<file path="src/sarseq_params.svh">
// timing constants and field sizes for the conversion sequencer
// assumes a single 40 MHz clock feeding the including module
`ifndef SARSEQ_PARAMS_SVH
`define SARSEQ_PARAMS_SVH
`define SARSEQ_CLK_PERIOD_PS 25000
`define SARSEQ_ACQ_MIN_NS    50
`define SARSEQ_ACQ_CYC       ((`SARSEQ_ACQ_MIN_NS * 1000 + `SARSEQ_CLK_PERIOD_PS - 1) / `SARSEQ_CLK_PERIOD_PS)
`define SARSEQ_RES_BITS      12
`define SARSEQ_RESULT_RST    12'h000
`endif

</file>
<file path="src/sarseq_pkg.sv">
// types shared by the conversion sequencer
// assumes the params header is included first
`include "sarseq_params.svh"
package sarseq_pkg;
  typedef enum logic [1:0] {
    SARSEQ_ACQ,
    SARSEQ_CONV,
    SARSEQ_LOAD
  } sarseq_state_t;
  // analog side: sample strobe, comparator mode and bit trial
  typedef struct packed {
    logic                        sample;
    logic                        zeroing;
    logic [`SARSEQ_RES_BITS-1:0] trial;
  } sarseq_ana_t;
endpackage

</file>
<file path="src/sarseq_core.sv">
// conversion sequencer of a 12-bit successive-approximation converter
// assumes pin inputs are asynchronous and the comparator answers within one cycle
//
// Notes on behaviour
// - start needs chip select and start input
// - conversion begins on start falling edge
// - start ignored unless chip select low
// - approximation register cleared at conversion start
// - starts ignored while conversion running
// - twelve bits decided, msb first, one per step
// - acquire phase at least 50 ns long
// - comparator zeroing only during acquire phase
// - full result loaded into output latches at end
// - both inputs sampled at one common instant
// - busy low throughout conversion, high when done
// - result presented as straight binary, the decided word unchanged
`timescale 1ns/1ps
`include "sarseq_params.svh"
module sarseq_core #(
  parameter int RES_BITS = `SARSEQ_RES_BITS,
  parameter int ACQ_CYC  = `SARSEQ_ACQ_CYC
) (
  input  wire logic                    clk_i,
  input  wire logic                    rst_i,
  input  wire logic                    cs_n_i,
  input  wire logic                    conversion_start_n_i,
  input  wire logic                    comp_i,
  output logic                         busy_o,
  output logic [RES_BITS-1:0]          data_o,
  output sarseq_pkg::sarseq_ana_t      ana_o
);
  import sarseq_pkg::*;

  // elaboration check: the comparator walk and the output latches
  // are built for the documented word width only, and the acquire
  // counter needs at least one cycle to tell acquire from convert
  if (RES_BITS != `SARSEQ_RES_BITS || ACQ_CYC < 1) begin : g_param_check
    $error("sarseq_core: unsupported parameters");
  end

  localparam int CW = $clog2(RES_BITS + ACQ_CYC + 1);

  // two-flop synchronisers for the pins
  // both pins are asynchronous to clk_i; only the second flop is read
  // so that a metastable first stage never reaches the edge detector
  logic [1:0] cs_sync_r;
  logic [1:0] st_sync_r;
  logic       st_prev_r;                    // previous synced start level
  always_ff @(posedge clk_i) begin
    if (rst_i) begin
      cs_sync_r <= 2'b11;
      st_sync_r <= 2'b11;
      st_prev_r <= 1'b1;
    end else begin
      cs_sync_r <= {cs_sync_r[0], cs_n_i};
      st_sync_r <= {st_sync_r[0], conversion_start_n_i};
      st_prev_r <= st_sync_r[1];
    end
  end

  // accepted start: falling edge with chip select low
  logic start_req;
  assign start_req = st_prev_r & ~st_sync_r[1] & ~cs_sync_r[1];

  sarseq_state_t         state_r, state_nxt;   // phase
  logic [CW-1:0]         cnt_r, cnt_nxt;       // acquire count / bit index
  logic [RES_BITS-1:0]   approx_result_register_r, approx_nxt;
  logic [RES_BITS-1:0]   data_r, data_nxt;     // output latches
  logic                  busy_r, busy_nxt;
  logic                  samp_r, samp_nxt;     // sampling strobe
  logic                  acq_ok;               // acquire time served
  assign acq_ok = (cnt_r >= CW'(ACQ_CYC));

  // next-state logic of the sequencer
  // acquire: count settle cycles, wait for an accepted start
  // convert: one bit decision per cycle, msb down to lsb
  // load: copy the decided word to the latches, release busy
  always_comb begin
    state_nxt  = state_r;
    cnt_nxt    = cnt_r;
    approx_nxt = approx_result_register_r;
    data_nxt   = data_r;
    busy_nxt   = busy_r;
    samp_nxt   = 1'b0;
    case (state_r)
      SARSEQ_ACQ: begin
        if (!acq_ok) begin
          cnt_nxt = cnt_r + CW'(1);
        end
        if (start_req && acq_ok) begin
          state_nxt  = SARSEQ_CONV;
          approx_nxt = '0;
          cnt_nxt    = CW'(RES_BITS - 1);
          busy_nxt   = 1'b0;
          samp_nxt   = 1'b1;
        end
      end
      SARSEQ_CONV: begin
        // keep trial bit when comparator says input above dac
        approx_nxt[cnt_r[$clog2(RES_BITS)-1:0]] = comp_i;
        if (cnt_r == '0) begin
          state_nxt = SARSEQ_LOAD;
        end else begin
          cnt_nxt = cnt_r - CW'(1);
        end
      end
      SARSEQ_LOAD: begin
        data_nxt  = approx_result_register_r;
        busy_nxt  = 1'b1;
        cnt_nxt   = '0;
        state_nxt = SARSEQ_ACQ;
      end
      default: begin
        state_nxt = SARSEQ_ACQ;
      end
    endcase
  end

  // sequencer registers
  always_ff @(posedge clk_i) begin
    if (rst_i) begin
      state_r                  <= SARSEQ_ACQ;
      cnt_r                    <= '0;
      approx_result_register_r <= '0;
      data_r                   <= `SARSEQ_RESULT_RST;
      busy_r                   <= 1'b1;
      samp_r                   <= 1'b0;
    end else begin
      state_r                  <= state_nxt;
      cnt_r                    <= cnt_nxt;
      approx_result_register_r <= approx_nxt;
      data_r                   <= data_nxt;
      busy_r                   <= busy_nxt;
      samp_r                   <= samp_nxt;
    end
  end

  // trial word: decided bits plus current trial bit
  // registered so the dac sees a clean word for the whole cycle
  logic [RES_BITS-1:0] trial_nxt, trial_r;
  logic                zero_r;
  always_comb begin
    trial_nxt = approx_nxt;
    if (state_nxt == SARSEQ_CONV) begin
      trial_nxt[cnt_nxt[$clog2(RES_BITS)-1:0]] = 1'b1;
    end
  end
  always_ff @(posedge clk_i) begin
    if (rst_i) begin
      trial_r <= '0;
      zero_r  <= 1'b1;
    end else begin
      trial_r <= trial_nxt;
      zero_r  <= (state_nxt == SARSEQ_ACQ);
    end
  end

  assign busy_o        = busy_r;
  assign data_o        = data_r;
  assign ana_o.sample  = samp_r;
  assign ana_o.zeroing = zero_r;
  assign ana_o.trial   = trial_r;

  // checks
  a_start_clears: assert property (@(posedge clk_i) disable iff (rst_i)
    $rose(samp_r) |-> approx_result_register_r == '0)
    else $error("register not cleared at start");
  // busy low for 12 convert cycles plus the load cycle, then high
  a_busy_span: assert property (@(posedge clk_i) disable iff (rst_i)
    $fell(busy_r) |-> (!busy_r) [*8] ##1 (!busy_r) [*5] ##1 busy_r)
    else $error("busy low span wrong");
  a_no_restart: assert property (@(posedge clk_i) disable iff (rst_i)
    state_r == SARSEQ_CONV |-> !samp_r || $past(state_r) == SARSEQ_ACQ)
    else $error("restart during conversion");
  a_cs_gate: assert property (@(posedge clk_i) disable iff (rst_i)
    $rose(samp_r) |-> $past(cs_sync_r[1]) == 1'b0)
    else $error("start without chip select");
  a_edge_start: assert property (@(posedge clk_i) disable iff (rst_i)
    $rose(samp_r) |-> $past(st_prev_r) && !$past(st_sync_r[1]))
    else $error("start not on falling edge");
  a_acq_time: assert property (@(posedge clk_i) disable iff (rst_i)
    $rose(busy_r) |-> (!samp_r) [*3])
    else $error("acquire phase too short");
  a_zero_mode: assert property (@(posedge clk_i) disable iff (rst_i)
    state_r == SARSEQ_CONV |-> !zero_r)
    else $error("zeroing during convert");
  a_load_data: assert property (@(posedge clk_i) disable iff (rst_i)
    $rose(busy_r) |-> data_r == $past(approx_result_register_r))
    else $error("result not latched");
  a_msb_first: assert property (@(posedge clk_i) disable iff (rst_i)
    samp_r |-> cnt_r == CW'(RES_BITS - 1))
    else $error("first step not msb");
  a_one_sample: assert property (@(posedge clk_i) disable iff (rst_i)
    samp_r |=> !samp_r [*8])
    else $error("extra sample strobe");
  // first trial of a conversion is the msb alone
  a_trial_first: assert property (@(posedge clk_i) disable iff (rst_i)
    samp_r |-> trial_r == {1'b1, {(RES_BITS-1){1'b0}}})
    else $error("first trial not msb");
  // latches change only when a result is loaded
  a_data_hold: assert property (@(posedge clk_i) disable iff (rst_i)
    !$rose(busy_r) |-> $stable(data_r))
    else $error("result latches moved");
  // busy high whenever the sequencer sits in acquire
  a_busy_idle: assert property (@(posedge clk_i) disable iff (rst_i)
    state_r == SARSEQ_ACQ |-> busy_r)
    else $error("busy low in acquire");
  // zeroing switches closed for the whole acquire phase
  a_zero_acq: assert property (@(posedge clk_i) disable iff (rst_i)
    state_r == SARSEQ_ACQ |-> zero_r)
    else $error("zeroing off in acquire");
  // main scenarios
  c_conversion: cover property (@(posedge clk_i) $fell(busy_r) ##13 busy_r);
  c_back_to_back: cover property (@(posedge clk_i) $rose(busy_r) ##3 $fell(busy_r));
  c_ignored: cover property (@(posedge clk_i) state_r == SARSEQ_CONV && start_req);
  c_no_cs: cover property (@(posedge clk_i) st_prev_r && !st_sync_r[1] && cs_sync_r[1]);
endmodule

</file>
<file path="config.mk">
export PLATFORM = sky130hd
export DESIGN_NAME = sarseq_core
export DESIGN_NICKNAME = d
export VERILOG_FILES = /design/src/sarseq_pkg.sv /design/src/sarseq_core.sv
export VERILOG_INCLUDE_DIRS = /design/src /design/src/src
export SDC_FILE = /design/constraint.sdc
export NUM_CORES = 1
export LEC_CHECK = 0
export BUFFER_PORTS_ARGS = -buffer_cell sky130_fd_sc_hd__buf_4
export CAP_MARGIN = 5
export CORE_MARGIN = 4
export CORE_UTILIZATION = 55
export CTS_BUF_LIST = sky130_fd_sc_hd__clkbuf_4 sky130_fd_sc_hd__clkbuf_8 sky130_fd_sc_hd__clkbuf_16
export DETAILED_ROUTE_END_ITERATION = 10
export PLACE_DENSITY_LB_ADDON = 0.15
export SETUP_SLACK_MARGIN = 0.5
export SLEW_MARGIN = 20
export SYNTH_ARGS = -nofsm -noshare
export SYNTH_HDL_FRONTEND = slang
export SYNTH_SLANG_ARGS = --single-unit
</file>
<file path="constraint.sdc">
create_clock -name clk_i -period 2.35 [get_ports clk_i]
set_input_delay 0.47 -clock clk_i [delete_from_list [all_inputs] [get_ports clk_i]]
set_output_delay 0.47 -clock clk_i [all_outputs]
set_load 0.03 [all_outputs]
</file>
==> flow_summary.toml <==
[outcome]
status = "completed"

[logic_synthesis]
synth_edf_count = 0
synth_cell_type_count = 47
synthTopCellsByArea = "dfxtp_1, a21oi_1, nand2_1"
synthCells = 239
seq_area_frac_synth_pct = 46.9
yosysMostFrequentCell = "dfxtp_1"
postSynthAreaPerCell_um2 = 8.92
synth_fp_nets = 249
synth.cell_area_mm2 = 0.00213
synth_top_area_share_pct = 46.9
synthTopCellsByCount = "dfxtp_1, nand2_1, a21oi_1"
ys_warn_count = 0
ys.flop_type = "dfxtp_1"
synth_top_cell_by_area = "dfxtp_1"
synth_seq_cells = 50
synthArstFlopShare_pct = 0

[critical_path]
startpoint_type = "register"
worst_ep_arrival_time_ns = 2.15
r2r_slack_ns = 0.42
r2r_end = "trial_r[6]"
cp-startpoint = "st_sync_r[1]"
path_max_fanout = 5
reg2reg_depth = 5
critPathKind = "register to register"
cp.required_ns = 2.57
cp-endpoint = "trial_r[6]"
rr_startpoint = "st_sync_r[1]"
end_kind = "register"

[die]
fp.dieW_um = 70.3
rows = 22
io_pins = 32
die-area_mm2 = 0.00494
initial_core_util_pct = 57.4
core_area_mm2 = 0.00372
die_height_um = 70.3

[cts]
htreeDepth = 2
cts_tree = "built"
clk_pin_slew_ns = 0.10
clk_latency_ns = 0.31
cts_sinks = 50
cts-root-buf = "clkbuf_8"
clockBufferDepth = 2
cts-buffers-inserted = 5

[min_path]
worstHoldStart = "conversion_start_n_i"
hp-class = "input pin to register"

[pwr]
power_switching_share_pct = 33.3
p_int_mw = 1.56
p_comb_share_pct = 33.5
power_mw = 2.34
clock_power_share_pct = 26.5
peakVddDrop_v = 0.000633
seq_power_share_pct = 40.0
switching_power_mw = 0.780
p_leak_nw = 1.10
powerDensity_mw_per_mm2 = 846

[timing]
worst_slew_pin_slew_ns = 0.606
slew_headroom_pct = 59.5
grt_setup_unrepaired = "yes"
setup_viol = 0
final-max-slew-violation-count = 0
finalCritPeriodShare_pct = 82.0
tns_ns = 0
min_period_ns = 1.93
final.setup_skew_ns = 0.0144
hold_viol = 0
max_freq_mhz = 519

[drt]
antenna_left = 0
wl_mm = 5.56
route.detailed.drc = 0
vias_per_cell = 5.87
drt-pass1-iter-count = 5
wire_per_inst_um = 16.6
drtIter0Drc = 152
num_vias = 1966

[cells_and_area]
n_antenna_cell = 0
syn2layout_area_growth_pct = 29.7
drive_above_1_share_pct = 35.5
final_core_util_pct = 74.4
nets = 296

[global_routing]
grt_pass1_vias = 1825
grt_antenna_before_repair = 0
grt_max_degree = 42
grt_pass1_wl_mm = 8.72
overflow = 0
grt_usage_pct = 22.1

[place]
portBuffers = 31
gp_congestion = 0.898
dp_hpwl_mm = 3.57

[run]
cap_violations = 0
-- power by group through the flow --
| stage | Sequential, mW | Combinational (mW) | Clock, mW |
|---|---|---|---|
| 2_1_floorplan | 0.938 | 0.446 | 0 |
| 6_report | 0.935 | 0.785 | 0.619 |
| 3_3_place_gp | 0.955 | 0.584 | 0 |
| 4_1_cts | 0.928 | 0.661 | 0.624 |
| 3_5_place_dp | 0.955 | 0.589 | 0 |
| 5_1_grt | 0.942 | 0.833 | 0.666 |
-- critical path: stages (launching register included) --
cell and delay (ns):
dfxtp_1 0.33, or3b_4 0.42, or3_4 0.45, a221oi_2 0.32
nor3_2 0.12, a31o_1 0.20
-- cell families (layout without fill, tap and decap cells) --
group	after synthesis	in the layout	share of synthesized area [%]
AOI/OAI and AO/OA	62	62	20.5
adders and majority gates	5	5	2.93
buffers and inverters	18	65	4.64
DFF	50	50	46.9
and+or+nand+nor	104	105	25.0
-- registers in the layout, summed over array words and instances (netlist names) --
register,flops
approx_result_register_r,12
data_o,12
trial_r,12
cnt_r,4
cs_sync_r,2
st_sync_r,2
state_r,2
busy_o,1
samp_r,1
st_prev_r,1
zero_r,1
-- layout make-up --
class | instances | area (um^2)
fill | 294 | 951
clock buffer | 5 | 68.8
multi-input combinational | 172 | 1150
tap | 48 | 60.1
timing repair buffer | 54 | 409
sequential | 50 | 1010
clock inverter | 3 | 47.5
inverter | 3 | 16.3
-- per-stage QoR --
stage	cell area, um^2	cells	hold slack (ns)	setup slack (ns)
final	2770	335	0.346	0.423
after global routing	2770	335	0.342	0.367
after CTS	2640	328	0.343	0.461
after detailed placement	2460	314	0.399	0.199
after global placement	2460	314	0.399	0.270
after floorplan	2170	239	0.389	0.508
-- per-layer routing --
| layer | global-route usage [%] | share of wire, % | routed length (um) | up-vias |
|---|---|---|---|---|
| met5 | 0 | 0 | 0 | - |
| met4 | 8.72 | 2.3 | 129 | 0 |
| met3 | 4.60 | 7.0 | 387 | 12 |
| met2 | 33.3 | 48 | 2640 | 79 |
| met1 | 30.6 | 43 | 2400 | 934 |
| li1 | - | - | - | 941 |
-- worst min path at each step --
stage	end	cells after the start
4_1_cts	st_sync_r[0]	2
3_3_place_gp	cs_sync_r[1]	1
6_report	st_sync_r[0]	2
2_1_floorplan	cs_sync_r[1]	1
5_1_grt	st_sync_r[0]	2
3_5_place_dp	st_sync_r[1]	1
-- cell usage in the layout (no fill, tap or decap), types with 5 or more instances in the layout --
cell       n
or2_2      6
buf_4     53
nor2_1    12
dfxtp_1   46
nand3_1   13
nor3_1     7
nor2b_1    5
nand2_1   34
clkbuf_8   5
a21oi_1   28
-- repair_timing --
action | CTS | global route
buffers inserted | 6 | 6
hold buffers | 0 | 0
gates resized for setup | 5 | 20
endpoints found under the setup margin | 22 | 16
pin swaps | 1 | 8
cloned | 0 | 1
No activity file was read; power rests on OpenSTA's default activity.
